## src/hw/vmo_pkg.sv

```systemverilog
package vmo_pkg;
   // register offsets
   localparam logic [7:0] VMO_OFS_SETUP = 8'h03;
   localparam logic [7:0] VMO_OFS_LEFT  = 8'h04;
   localparam logic [7:0] VMO_OFS_RIGHT = 8'h05;
   localparam logic [7:0] VMO_OFS_STAGE = 8'h06;
   localparam logic [7:0] VMO_OFS_SPARE = 8'h07;
   // reset values
   localparam logic [7:0] VMO_RST_SETUP = 8'h80;
   localparam logic [7:0] VMO_RST_LEFT  = 8'hcf;
   localparam logic [7:0] VMO_RST_RIGHT = 8'hcf;
   localparam logic [7:0] VMO_RST_STAGE = 8'h51;
   localparam logic [7:0] VMO_RST_SPARE = 8'h00;
   // field positions
   localparam int VMO_FADE_BIT   = 7;
   localparam int VMO_MUTE_R_BIT = 1;
   localparam int VMO_MUTE_L_BIT = 0;
   localparam int VMO_MONO_BIT   = 7;
   localparam int VMO_RATE_LO    = 4;
   localparam int VMO_GAIN_LO    = 2;
   localparam int VMO_SRC_BIT    = 1;
   // writable bits of the volume setup register
   localparam logic [7:0] VMO_SETUP_WMASK = 8'h83;
   localparam logic [1:0] VMO_GAIN_RSVD   = 2'h3;
   localparam logic [7:0] VMO_VOL_FLOOR   = 8'h07;
   // switching rate multiples of frame_clock, codes 7..0
   localparam logic [39:0] VMO_RATE_TABLE =
      {5'h18, 5'h14, 5'h10, 5'h0e, 5'h0c, 5'h0a, 5'h08, 5'h06};
   localparam int VMO_SAMPLE_W   = 24;
   localparam int VMO_DUTY_SHIFT = 9;
   localparam logic [6:0] VMO_I2C_ADDR = 7'h6c;
   typedef enum logic [2:0] {
      VMO_IDLE, VMO_ADDR, VMO_RECV, VMO_ACK, VMO_SEND, VMO_MACK
   } vmo_i2c_e;
endpackage

```

## src/hw/vmo_i2c_port.sv

```systemverilog
`timescale 1ns/10ps
`default_nettype none
module vmo_i2c_port import vmo_pkg::*; (
   input  wire logic       clk_sys,
   input  wire logic       reset_n,
   input  wire logic       ce,
   input  wire logic       scl_in,
   input  wire logic       sda_in,
   input  wire logic [6:0] dev_addr,
   input  wire logic [7:0] reg_rdata,
   output logic            sda_oe,
   output logic            reg_wr,
   output logic [7:0]      reg_addr,
   output logic [7:0]      reg_wdata
);
   logic [1:0] scl_m;
   logic [1:0] sda_m;
   logic       scl_s;
   logic       sda_s;
   logic       scl_d;
   logic       sda_d;
   logic       rise;
   logic       fall;
   logic       start;
   logic       stop;
   vmo_i2c_e   state;
   logic [3:0] cnt;
   logic [7:0] shreg;
   logic [7:0] tx;
   logic       rnw;
   logic       ptr_phase;

   // two-stage synchronisers
   always_ff @(posedge clk_sys) begin
      if (!reset_n) begin
         scl_m <= 2'h3;
         sda_m <= 2'h3;
         scl_d <= 1'b1;
         sda_d <= 1'b1;
      end else if (ce) begin
         scl_m <= {scl_m[0], scl_in};
         sda_m <= {sda_m[0], sda_in};
         scl_d <= scl_s;
         sda_d <= sda_s;
      end
   end
   assign scl_s = scl_m[1];
   assign sda_s = sda_m[1];
   assign rise  = scl_s & ~scl_d;
   assign fall  = ~scl_s & scl_d;
   assign start = scl_s & scl_d & sda_d & ~sda_s;
   assign stop  = scl_s & scl_d & ~sda_d & sda_s;

   always_ff @(posedge clk_sys) begin
      if (!reset_n) begin
         state     <= VMO_IDLE;
         cnt       <= 4'h0;
         shreg     <= 8'h00;
         tx        <= 8'h00;
         rnw       <= 1'b0;
         ptr_phase <= 1'b0;
         sda_oe    <= 1'b0;
         reg_wr    <= 1'b0;
         reg_addr  <= 8'h00;
         reg_wdata <= 8'h00;
      end else if (ce) begin
         reg_wr <= 1'b0;
         if (start) begin
            state     <= VMO_ADDR;
            cnt       <= 4'h0;
            ptr_phase <= 1'b1;
            sda_oe    <= 1'b0;
         end else if (stop) begin
            state  <= VMO_IDLE;
            sda_oe <= 1'b0;
         end else begin
            case (state)
               VMO_ADDR, VMO_RECV: begin
                  if (rise) begin
                     shreg <= {shreg[6:0], sda_s};
                     cnt   <= cnt + 4'h1;
                  end else if (fall && cnt == 4'h8) begin
                     cnt <= 4'h0;
                     if (state == VMO_ADDR) begin
                        if (shreg[7:1] == dev_addr) begin
                           rnw    <= shreg[0];
                           sda_oe <= 1'b1;
                           state  <= VMO_ACK;
                        end else begin
                           state <= VMO_IDLE;
                        end
                     end else begin
                        if (ptr_phase) begin
                           reg_addr  <= shreg;
                           ptr_phase <= 1'b0;
                        end else begin
                           reg_wr    <= 1'b1;
                           reg_wdata <= shreg;
                        end
                        sda_oe <= 1'b1;
                        state  <= VMO_ACK;
                     end
                  end
               end
               VMO_ACK: begin
                  if (fall) begin
                     cnt <= 4'h0;
                     if (rnw) begin
                        tx       <= reg_rdata;
                        sda_oe   <= ~reg_rdata[7];
                        reg_addr <= reg_addr + 8'h01;
                        state    <= VMO_SEND;
                     end else begin
                        sda_oe <= 1'b0;
                        if (!ptr_phase && reg_wr == 1'b0 && cnt == 4'h0) begin
                           reg_addr <= reg_addr;
                        end
                        state <= VMO_RECV;
                     end
                  end
               end
               VMO_SEND: begin
                  if (rise) begin
                     cnt <= cnt + 4'h1;
                  end else if (fall) begin
                     if (cnt == 4'h8) begin
                        sda_oe <= 1'b0;
                        state  <= VMO_MACK;
                     end else begin
                        tx     <= {tx[6:0], 1'b0};
                        sda_oe <= ~tx[6];
                     end
                  end
               end
               VMO_MACK: begin
                  if (rise) begin
                     state <= sda_s ? VMO_IDLE : VMO_ACK;
                  end
               end
               default: begin
                  state <= VMO_IDLE;
               end
            endcase
         end
         // auto-increment after each data write
         if (reg_wr) begin
            reg_addr <= reg_addr + 8'h01;
         end
      end
   end
endmodule
`default_nettype wire

```

## src/hw/vmo_volume_output.sv

```systemverilog
// Summary of operation
// - setup bit 7 set enables volume fading, clear disables it.
// - setup bit 1 set mutes the right channel.
// - setup bit 0 set mutes the left channel.
// - a muted output keeps running at half duty, period >> 1 high cycles (rounded down for an odd period).
// - volume codes are 8 bits, 0.5 dB steps, top code is +24 dB.
// - code 0xcf is unity gain and the reset value of both volumes.
// - code 0x07 is the quietest unmuted setting, -100 dB.
// - any volume code below 0x07 mutes that channel.
// - left volume at 0x04, right at 0x05, each only its own channel.
// - stage bit 7 picks stereo bridge (0) or parallel mono bridge (1).
// - stage bits 6:4 set switching rate 6..24 times frame_clock.
// - double-speed mode halves the switching rate for every code.
// - gain bits 3:2 select 19.2/22.6/25 dBV; code 11 never used.
// - in mono mode stage bit 1 picks left (1) or right (0) input.
// - double speed means 64-96 kHz frames, single 32-48 kHz.
`timescale 1ns/10ps
`default_nettype none
module vmo_volume_output import vmo_pkg::*; #(
   parameter int         CNT_W    = 16,
   parameter logic [6:0] DEV_ADDR = VMO_I2C_ADDR
) (
   input  wire logic       clk_sys,
   input  wire logic       reset_n,
   input  wire logic       ce,
   input  wire logic       scl_in,
   input  wire logic       sda_in,
   input  wire logic       sclk_in,
   input  wire logic       sdin_in,
   input  wire logic       frame_clock,
   input  wire logic       double_speed,
   output logic            sda_out,
   output logic            sda_oe,
   output logic            spk_a,
   output logic            spk_b,
   output logic            parallel_mono_bridge,
   output logic [1:0]      analog_gain,
   output logic [7:0]      gain_code_a,
   output logic [7:0]      gain_code_b,
   output logic            mute_a,
   output logic            mute_b
);
   if (CNT_W < 8 || CNT_W > 24) begin : g_bad_width
      $error("CNT_W must lie between 8 and 24");
   end

   logic [7:0]              volume_setup;
   logic [7:0]              left_volume;
   logic [7:0]              right_volume;
   logic [7:0]              output_stage_setup;
   logic [7:0]              spare_register;
   logic                    reg_wr;
   logic [7:0]              reg_addr;
   logic [7:0]              reg_wdata;
   logic [7:0]              reg_rdata;
   logic [2:0]              pin_m;
   logic [2:0]              pin_s;
   logic                    sclk_d;
   logic                    fc_d;
   logic                    sclk_rise;
   logic                    fc_rise;
   logic                    fc_fall;
   logic [VMO_SAMPLE_W-1:0] shreg;
   logic [VMO_SAMPLE_W-1:0] left_sample;
   logic [VMO_SAMPLE_W-1:0] right_sample;
   logic [7:0]              applied_l;
   logic [7:0]              applied_r;
   logic                    mute_l;
   logic                    mute_r;
   logic [VMO_SAMPLE_W-1:0] sample_a;
   logic [VMO_SAMPLE_W-1:0] sample_b;
   logic [CNT_W-1:0]        fc_cnt;
   logic [CNT_W-1:0]        div_q;
   logic [CNT_W-1:0]        div_r;
   logic [CNT_W:0]          div_t;
   logic [4:0]              div_n;
   logic                    div_busy;
   logic [4:0]              mult;
   logic [CNT_W-1:0]        period;
   logic [CNT_W-1:0]        pwm_cnt;
   logic [CNT_W-1:0]        duty_a;
   logic [CNT_W-1:0]        duty_b;

   function automatic logic [7:0] read_reg(input logic [7:0] addr,
                                           input logic [7:0] s,
                                           input logic [7:0] l,
                                           input logic [7:0] r,
                                           input logic [7:0] g,
                                           input logic [7:0] p);
      case (addr)
         VMO_OFS_SETUP: read_reg = s;
         VMO_OFS_LEFT:  read_reg = l;
         VMO_OFS_RIGHT: read_reg = r;
         VMO_OFS_STAGE: read_reg = g;
         VMO_OFS_SPARE: read_reg = p;
         default:       read_reg = 8'h00;
      endcase
   endfunction

   // one step toward target when fading, else jump
   function automatic logic [7:0] step_toward(input logic [7:0] cur,
                                              input logic [7:0] tgt,
                                              input logic       fade);
      if (!fade || cur == tgt) begin
         step_toward = tgt;
      end else if (cur < tgt) begin
         step_toward = cur + 8'h01;
      end else begin
         step_toward = cur - 8'h01;
      end
   endfunction

   // half period plus sample scaled to a quarter period
   function automatic logic [CNT_W-1:0] calc_duty(input logic [7:0]       smp,
                                                  input logic [CNT_W-1:0] per,
                                                  input logic             mute);
      logic signed [CNT_W+8:0] prod;
      logic signed [CNT_W+8:0] sum;
      prod = $signed(smp) * $signed({1'b0, per});
      sum  = (prod >>> VMO_DUTY_SHIFT) + $signed({9'h000, per >> 1});
      if (mute) begin
         calc_duty = per >> 1;
      end else begin
         calc_duty = sum[CNT_W-1:0];
      end
   endfunction

   vmo_i2c_port u_port (
      .clk_sys   (clk_sys),
      .reset_n   (reset_n),
      .ce        (ce),
      .scl_in    (scl_in),
      .sda_in    (sda_in),
      .dev_addr  (DEV_ADDR),
      .reg_rdata (reg_rdata),
      .sda_oe    (sda_oe),
      .reg_wr    (reg_wr),
      .reg_addr  (reg_addr),
      .reg_wdata (reg_wdata)
   );
   assign sda_out   = 1'b0;
   assign reg_rdata = read_reg(reg_addr, volume_setup, left_volume, right_volume,
                               output_stage_setup, spare_register);

   // register file
   always_ff @(posedge clk_sys) begin
      if (!reset_n) begin
         volume_setup       <= VMO_RST_SETUP;
         left_volume        <= VMO_RST_LEFT;
         right_volume       <= VMO_RST_RIGHT;
         output_stage_setup <= VMO_RST_STAGE;
         spare_register     <= VMO_RST_SPARE;
      end else if (ce && reg_wr) begin
         case (reg_addr)
            VMO_OFS_SETUP: begin
               volume_setup <= (volume_setup & ~VMO_SETUP_WMASK)
                             | (reg_wdata & VMO_SETUP_WMASK);
            end
            VMO_OFS_LEFT: begin
               left_volume <= reg_wdata;
            end
            VMO_OFS_RIGHT: begin
               right_volume <= reg_wdata;
            end
            VMO_OFS_STAGE: begin
               output_stage_setup[7:4] <= reg_wdata[7:4];
               output_stage_setup[1:0] <= reg_wdata[1:0];
               // reserved gain code is refused
               if (reg_wdata[VMO_GAIN_LO+1:VMO_GAIN_LO] != VMO_GAIN_RSVD) begin
                  output_stage_setup[3:2] <= reg_wdata[3:2];
               end
            end
            VMO_OFS_SPARE: begin
               spare_register <= reg_wdata;
            end
            default: begin
            end
         endcase
      end
   end

   // serial audio pin synchronisers
   always_ff @(posedge clk_sys) begin
      if (!reset_n) begin
         pin_m  <= 3'h0;
         pin_s  <= 3'h0;
         sclk_d <= 1'b0;
         fc_d   <= 1'b0;
      end else if (ce) begin
         pin_m  <= {frame_clock, sdin_in, sclk_in};
         pin_s  <= pin_m;
         sclk_d <= pin_s[0];
         fc_d   <= pin_s[2];
      end
   end
   assign sclk_rise = pin_s[0] & ~sclk_d;
   assign fc_rise   = pin_s[2] & ~fc_d;
   assign fc_fall   = ~pin_s[2] & fc_d;

   // sample capture
   always_ff @(posedge clk_sys) begin
      if (!reset_n) begin
         shreg        <= '0;
         left_sample  <= '0;
         right_sample <= '0;
      end else if (ce) begin
         if (sclk_rise) begin
            shreg <= {shreg[VMO_SAMPLE_W-2:0], pin_s[1]};
         end
         if (fc_rise) begin
            left_sample <= shreg;
         end
         if (fc_fall) begin
            right_sample <= shreg;
         end
      end
   end

   // applied volume and mute, updated per frame
   always_ff @(posedge clk_sys) begin
      if (!reset_n) begin
         applied_l <= VMO_RST_LEFT;
         applied_r <= VMO_RST_RIGHT;
         mute_l    <= 1'b0;
         mute_r    <= 1'b0;
      end else if (ce && fc_rise) begin
         applied_l <= step_toward(applied_l, left_volume,
                                  volume_setup[VMO_FADE_BIT]);
         applied_r <= step_toward(applied_r, right_volume,
                                  volume_setup[VMO_FADE_BIT]);
         // mute follows the code applied in this same frame
         mute_l    <= volume_setup[VMO_MUTE_L_BIT]
                    | (step_toward(applied_l, left_volume,
                                   volume_setup[VMO_FADE_BIT]) < VMO_VOL_FLOOR);
         mute_r    <= volume_setup[VMO_MUTE_R_BIT]
                    | (step_toward(applied_r, right_volume,
                                   volume_setup[VMO_FADE_BIT]) < VMO_VOL_FLOOR);
      end
   end

   // channel routing for stereo or mono bridge
   always_ff @(posedge clk_sys) begin
      if (!reset_n) begin
         sample_a    <= '0;
         sample_b    <= '0;
         gain_code_a <= VMO_RST_LEFT;
         gain_code_b <= VMO_RST_RIGHT;
         mute_a      <= 1'b0;
         mute_b      <= 1'b0;
      end else if (ce) begin
         if (output_stage_setup[VMO_MONO_BIT]) begin
            if (output_stage_setup[VMO_SRC_BIT]) begin
               sample_a    <= left_sample;
               gain_code_a <= applied_l;
               mute_a      <= mute_l;
            end else begin
               sample_a    <= right_sample;
               gain_code_a <= applied_r;
               mute_a      <= mute_r;
            end
            sample_b    <= output_stage_setup[VMO_SRC_BIT] ? left_sample : right_sample;
            gain_code_b <= output_stage_setup[VMO_SRC_BIT] ? applied_l : applied_r;
            mute_b      <= output_stage_setup[VMO_SRC_BIT] ? mute_l : mute_r;
         end else begin
            sample_a    <= left_sample;
            gain_code_a <= applied_l;
            mute_a      <= mute_l;
            sample_b    <= right_sample;
            gain_code_b <= applied_r;
            mute_b      <= mute_r;
         end
      end
   end
   assign parallel_mono_bridge = output_stage_setup[VMO_MONO_BIT];
   assign analog_gain          = output_stage_setup[VMO_GAIN_LO+1:VMO_GAIN_LO];

   // switching multiple, halved at double speed
   always_comb begin
      mult = VMO_RATE_TABLE[5*output_stage_setup[6:VMO_RATE_LO] +: 5];
      if (double_speed) begin
         mult = mult >> 1;
      end
   end
   assign div_t = {div_r, div_q[CNT_W-1]};

   // frame length and carrier period = frame / multiple
   always_ff @(posedge clk_sys) begin
      if (!reset_n) begin
         fc_cnt   <= '0;
         div_q    <= '0;
         div_r    <= '0;
         div_n    <= 5'h00;
         div_busy <= 1'b0;
         period   <= CNT_W'(2);
      end else if (ce) begin
         if (fc_rise) begin
            fc_cnt   <= '0;
            div_q    <= fc_cnt + 1'b1;
            div_r    <= '0;
            div_n    <= 5'(CNT_W);
            div_busy <= 1'b1;
         end else begin
            if (fc_cnt != '1) begin
               fc_cnt <= fc_cnt + 1'b1;
            end
            if (div_busy) begin
               if (div_t >= {{(CNT_W-4){1'b0}}, mult}) begin
                  div_r <= CNT_W'(div_t - {{(CNT_W-4){1'b0}}, mult});
                  div_q <= {div_q[CNT_W-2:0], 1'b1};
               end else begin
                  div_r <= div_t[CNT_W-1:0];
                  div_q <= {div_q[CNT_W-2:0], 1'b0};
               end
               div_n <= div_n - 5'h01;
               if (div_n == 5'h01) begin
                  div_busy <= 1'b0;
               end
            end else if (div_n == 5'h00 && div_q >= CNT_W'(2)) begin
               period <= div_q;
            end
         end
      end
   end

   // carrier and outputs
   always_ff @(posedge clk_sys) begin
      if (!reset_n) begin
         pwm_cnt <= '0;
         duty_a  <= CNT_W'(1);
         duty_b  <= CNT_W'(1);
         spk_a   <= 1'b0;
         spk_b   <= 1'b0;
      end else if (ce) begin
         if (pwm_cnt >= period - 1'b1) begin
            pwm_cnt <= '0;
            duty_a  <= calc_duty(sample_a[VMO_SAMPLE_W-1 -: 8], period, mute_a);
            duty_b  <= calc_duty(sample_b[VMO_SAMPLE_W-1 -: 8], period, mute_b);
         end else begin
            pwm_cnt <= pwm_cnt + 1'b1;
         end
         spk_a <= pwm_cnt < duty_a;
         spk_b <= pwm_cnt < duty_b;
      end
   end
endmodule
`default_nettype wire

```

## config.mk

```make
export PLATFORM = sky130hd
export DESIGN_NAME = vmo_volume_output
export DESIGN_NICKNAME = d
export VERILOG_FILES = /design/src/hw/vmo_pkg.sv /design/src/hw/vmo_i2c_port.sv /design/src/hw/vmo_volume_output.sv
export SDC_FILE = /design/constraint.sdc
export NUM_CORES = 1
export LEC_CHECK = 0
export BUFFER_PORTS_ARGS = -buffer_cell sky130_fd_sc_hd__buf_4
export CORE_ASPECT_RATIO = 0.6
export CORE_MARGIN = 2
export CORE_UTILIZATION = 30
export DETAILED_ROUTE_END_ITERATION = 10
export PLACE_DENSITY = 0.44
export SETUP_SLACK_MARGIN = 0.3
export SYNTH_ARGS = -nofsm -noshare
export SYNTH_HDL_FRONTEND = slang
export SYNTH_SLANG_ARGS = --single-unit
```

## constraint.sdc

```tcl
create_clock -name clk_sys -period 6.1 [get_ports clk_sys]
set_clock_uncertainty 0.2 [all_clocks]
set_input_delay 0.61 -clock clk_sys [delete_from_list [all_inputs] [get_ports clk_sys]]
set_output_delay 0.61 -clock clk_sys [all_outputs]
set_load 0.02 [all_outputs]
```

After elaboration in Yosys (flattened, before gate mapping)
Index checks and enable logic that the tools add are counted.
Word-level totals
  bits in writable memories: 0
  output and inout bits: 25
  flip-flop bits (word level): 372
  latch bits: 0
  ROM bits: 0
  input port bits: 9
  logic and storage cells: 283
  memories: 0
Cells by class
  bitwise logic cells: 29
  order comparisons: 9
  eq/ne operators: 44
  reductions and logical operators: 39
  divide/modulo/power cells: 0
  multiplexer cells: 97
  shift operators: 1
  add/sub/neg operators: 13
  $mul: 3
Operators with widths (number)
  2-to-1 mux 16 bit: 10
  2-to-1 mux 8 bit: 20
  2-to-1 mux 24 bit: 3
  multiplier 8 x 17 -> 25 bit: 2
  case mux 8 bit (5 select lines): 1
  indexed part select 40 x 7 -> 5 bit (first input constant): 1
  2-to-1 mux 7 bit: 5
  adder 16 x 1 -> 16 bit (second input constant): 2
  adder 16 bit: 2
  equality test 8 x 3 -> 1 bit (second input constant): 4
  less-than comparator 16 bit: 2
  AND reduction 8 bit: 4
  2-to-1 mux 1 bit: 31
  2-to-1 mux 3 bit: 10
  adder 8 x 1 -> 8 bit (second input constant): 3
  2-to-1 mux 4 bit: 6
  != test 4 x 1 -> 1 bit (second input constant): 6
  AND reduction 2 bit: 11
  != test 3 x 1 -> 1 bit (second input constant): 6
  greater-or-equal comparator 17 x 5 -> 1 bit: 1
  equality test 8 bit: 2
  greater-or-equal comparator 16 bit: 1
  greater-or-equal comparator 16 x 2 -> 1 bit (second input constant): 1
  less-than comparator 8 x 3 -> 1 bit (second input constant): 2
  other kinds (46): 99

Logic depth before layout (Yosys ltp)
  depth after elaboration: 9
  depth in mapped cells: 27
  mapped depth without buffers: 25

Modules after synthesis
A second synthesis with hierarchy kept.
Second synthesis, totals
  cells, all modules: 3089
  area, all modules: 25560.8 um^2
Modules (own cells, without submodules)
  vmo_volume_output: instances 1, seq. area each 5104.9 um^2, cells each 2785, area each 22888.2 um^2
  vmo_i2c_port: instances 1, seq. area each 960.9 um^2, cells each 304, area each 2672.6 um^2

Least setup slack after synthesis
Ideal clock, no wire load.
  kind: register to register
  start: register period[1]
  end: register duty_a[15]
  data required time: 5.821 ns
  clock period less this slack: 6.664 ns
  path slack: -0.564 ns
  library setup time: 0.079 ns
  data arrival time: 6.386 ns
  cell stages (with the launch flop): 25
  path through: dfxtp_1 > clkbuf_1 > clkbuf_1 > nand2_1 > fa_1 > fa_1 > inv_1 > fa_1 > fa_1 > ha_1 > a21oi_1 > a2bb2oi_1 > o21ai_0 > a41o_1 > a21o_1 > a21oi_1 > xnor2_1 > ha_1 > o21ai_0 > nor2_1 > a21o_1 > and2_4 > a211o_1 > or4b_1 > o221ai_2
Between the ends
  word-level cells in the longest chain between the ends: 3
  elaborated cells between the ends (all ways): 6
  classes of those cells: add/sub (2); mul (1); order compare (1); mux (1); reduce/logical (1)
Ends and longest elaborated chain
  start, declared: RTL line vmo_volume_output.sv:79  | logic [CNT_W-1:0] period;
  start signal, assigned: RTL line vmo_volume_output.sv:319  | period <= div_q;
  multiplier 8 x 17 -> 25 bit or subtractor 16 x 1 -> 16 bit (tied branches): RTL line vmo_volume_output.sv:119, vmo_volume_output.sv:334
  adder 16 bit or greater-or-equal comparator 16 bit (tied branches): RTL line vmo_volume_output.sv:120, vmo_volume_output.sv:334
  2-to-1 mux 16 bit or AND reduction 2 bit (tied branches)
  end signal, assigned: RTL line vmo_volume_output.sv:336  | duty_a <= calc_duty(sample_a[VMO_SAMPLE_W-1 -: 8], period, mute_a);
  end, declared: RTL line vmo_volume_output.sv:81  | logic [CNT_W-1:0] duty_a;
Several ways; a longest one is shown, not always the timed one.
A chain may end at the register's enable or synchronous reset.

Final worst setup path
  start: register sample_a[23]
  end: register duty_a[15]
Between the ends
  word-level cells in the longest chain between the ends: 3
Ends and longest elaborated chain
  start, declared: RTL line vmo_volume_output.sv:70  | logic [VMO_SAMPLE_W-1:0] sample_a;
  start signal, assigned: RTL line vmo_volume_output.sv:253  | sample_a <= left_sample;
  start signal, assigned: RTL line vmo_volume_output.sv:257  | sample_a <= right_sample;
  start signal, assigned: RTL line vmo_volume_output.sv:265  | sample_a <= left_sample;
  multiplier 8 x 17 -> 25 bit: RTL line vmo_volume_output.sv:119  | prod = $signed(smp) * $signed({1'b0, per});
  adder 16 bit: RTL line vmo_volume_output.sv:120  | sum = (prod >>> VMO_DUTY_SHIFT) + $signed({9'h000, per >> 1});
  2-to-1 mux 16 bit: RTL line vmo_volume_output.sv:121  | if (mute) begin
Every way passes these cells.

==> results.py <==
metrics = {
    "status": {
        "status": "finished with violations",
        "violations": "setup timing",
    },
    "place": {
        "gp_congestion": 0.8382,
        "portBuffers": 32,
        "placed_area_um2": 29620,
        "place.detailed.hpwl_um": 63530,
        "placed_cells": 4438,
    },
    "floorplanning": {
        "rows": 84,
        "die_w_um": 386.0,
        "die_height_um": 233.2,
        "io_pins": 34,
        "initial_utilization": 0.3015,
        "coreArea_um2": 87130,
        "dieArea_um2": 90030,
    },
    "drt": {
        "drt-total-wl_um": 83790,
        "viasPerCell": 4.874,
        "vias": 22230,
        "top_layer": "met4",
        "met1Wirelength_um": 49580,
        "wl_met3_um": 5290,
        "met2_wirelength_um": 28320,
        "drc_errors": 0,
        "drt_pre_antenna_iters": 5,
        "drt.antenna.violating_nets": 0,
        "wire_per_inst_um": 18.37,
        "drt-initial-drc-count": 1523,
    },
    "min_path": {
        "hold_class": "in -> reg",
    },
    "power_and_ir_drop": {
        "seqPwrFrac": 0.390,
        "swShare": 0.2923,
        "clock_power_share": 0.456,
        "powerDensity_nw_per_um2": 166.7,
        "combinationalPowerShare": 0.154,
        "power.total_mw": 5.364,
        "vdd_drop_max_v": 0.0001747,
        "power.switching_mw": 1.568,
        "power.leakage_nw": 14.69,
        "internal_power_mw": 3.796,
    },
    "layout": {
        "nets": 3795,
        "nFillCells": 9026,
        "fin_area_um2": 32170,
        "drive_above_1_share": 0.1845,
        "layout_commonest_cell": "nand2_1",
        "area_growth_pct": 22.45,
        "layout_common_cells": "nand2_1, buf_4, inv_1, dfxtp_1, ha_1",
        "stdcell_count": 4561,
    },
    "cts": {
        "cts_tree": "done",
        "cts.clk_slew.worst_paths_ps": 70,
        "clk_root_buffer_cell": "clkbuf_16",
        "htree_num_levels": 2,
        "cts_sinks": 303,
        "cts_buffer_depth": 3,
        "clk_latency_ps": 610,
        "cts_made_buffers": 36,
    },
    "sta": {
        "worst_slack_ps": -495.1,
        "worstMarginPinSlew_ps": 1029,
        "slew_viol_final": 0,
        "rsz0062_at_grt": "true",
        "period_minus_slack_ps": 6595,
        "finalHoldViolCount": 0,
        "fin_setup_tns_ps": -1873,
        "hold_slack_ps": 40.55,
        "finalCritPeriodShare": 1.081,
        "max_freq_mhz": 151.6,
        "slew_headroom": 0.3113,
        "setup-violations-final": 13,
    },
    "synthesis": {
        "syn-instance-count": 3153,
        "synth.distinct_cells": 97,
        "synth-seq-area-share": 0.2309,
        "syn_area_per_cell_um2": 8.332,
        "synth_enable_flop_cells": 0,
        "ys_warn_count": 0,
        "async_flop_share": 0,
        "synth_ff_type": "dfxtp_1",
        "synth-seq-cells": 303,
        "syn_area_um2": 26270,
        "synthesis.nets": 3576,
    },
    "global_routing": {
        "grt_overflow_total": 0,
        "grt_pass1_vias": 21490,
        "grt_max_degree": 129,
        "grt_pass1_wl_um": 132600,
        "grt_use_total": 0.1884,
        "antenna_found_initial": 2,
    },
    "job": {
        "cap_violations": 0,
    },
    "setup_path": {
        "setup.worst_path.class": "reg -> reg",
        "cp_max_fo": 4,
        "critPathArrivalTime_ps": 6910,
        "crit_path_end_kind": "flop",
        "required_ps": 6420,
        "startpoint_type": "flop",
    },
}
[worst paths after layout]
kind | from | end | slack, ps | depth (start not counted)
setup reg to reg | sample_a[23] | duty_a[15] | -500 | 23
setup / recovery | sample_a[23] | duty_a[15] | -500 | 23
hold / removal | sdin_in | pin_m[1] | 40 | 3
hold reg to reg | shreg[12] | shreg[13] | 250 | 2
[flip-flops by register name, summed over array words and instances (netlist names), 16 cells and up]
register,count
div_q,16
div_r,16
duty_a,16
duty_b,16
fc_cnt,16
period,16
pwm_cnt,16
shreg,24
[worst max-delay path, stage by stage (launching register included)]
cell and delay, ps:
dfxtp_4 420, buf_6 150, nand2_4 50, fa_1 510, fa_1 510, inv_1 50
fa_1 510, fa_2 470, ha_4 310, nand4_1 170, nor3b_2 220, buf_4 160
o21a_1 230, buf_12 150, a2111oi_4 380, buf_4 170, a211oi_2 40, ha_1 360
a21oi_2 180, o22ai_1 120, o21a_1 180, a211o_1 240, or4b_4 520, o221ai_2 200
[routing by layer]
metal | up-vias | global-route usage
met5 | - | 0
met2 | 462 | 0.2285
met1 | 10590 | 0.3285
met3 | 43 | 0.03566
li1 | 11140 | -
met4 | 0 | 0.01860
[what timing repair did]
action | in CTS | in global routing
gates resized for setup | 105 | 75
pin swaps | 53 | 61
buffers inserted | 40 | 16
cloned | 0 | 1
hold buffers | 0 | 0
endpoints found under the setup margin | 25 | 27
[kinds of logic after synthesis]
group | after synthesis | share of synthesized area
buffers and inverters | 473 | 0.07001
adders and majority gates | 415 | 0.2464
AOI/OAI and AO/OA | 669 | 0.1684
other | 1 | 0.0001427
xor gates and xnor gates | 103 | 0.03434
and+or+nand+nor | 1091 | 0.2119
muxes | 98 | 0.03791
DFF | 303 | 0.2309
[power by group through the flow]
stage	Sequential [mW]	Clock [mW]	Combinational, mW
after floorplan	2.12	0	0.549
final	2.09	2.45	0.826
after CTS	2.09	2.51	0.810
after global routing	2.10	2.59	0.927
after global placement	2.14	0	0.791
after detailed placement	2.14	0	0.788
[synth_stat cells, drive strengths merged (8+ instances only)]
library cell	number	area (um^2)
a211oi	29	232.7
a21boi	51	382.9
a21o	37	277.8
a21oi	162	810.8
a221oi	14	122.6
a22oi	28	210.2
a31oi	15	93.84
and2	188	1180
and3	37	231.5
buf	33	187.7
clkbuf	130	488.0
dfxtp	303	6066
fa	171	3423
ha	243	3040
inv	310	1164
mux2	12	135.1
mux2i	86	860.8
nand2	341	1282
nand2b	48	307.8
nand3	78	400.4
nand3b	13	97.59
nand4	21	131.4
nor2	169	634.4
nor2b	100	625.6
nor3	33	186.4
nor4	15	100.1
o211a	21	210.2
o211ai	39	297.8
o21a	29	217.7
o21ai	160	804.5
o21bai	8	60.06
o31ai	18	140.1
or3	8	50.05
xnor2	63	551.8
xor2	40	350.3
[final cells by class]
cell class,count,area [um^2],area share
tap,1161,1453,0.04516
sequential,303,6145,0.1910
clock inverter,17,300.3,0.009335
antenna,1,2.502,0.00007779
timing repair buffer,343,2809,0.08732
inverter,310,1171,0.03640
multi-input combinational,2377,19260,0.5986
clock buffer,48,1026,0.03189
timing repair inverter,1,6.256,0.0001945
[stage by stage]
step                  util  setup slack (ps)
floorplan                -             17.13
global placement    0.3400            -493.4
CTS                 0.3637            -392.0
global route        0.3692            -691.5
finish              0.3692            -495.1
detailed placement  0.3400            -561.8
No activity file was read; power rests on OpenSTA's default activity.
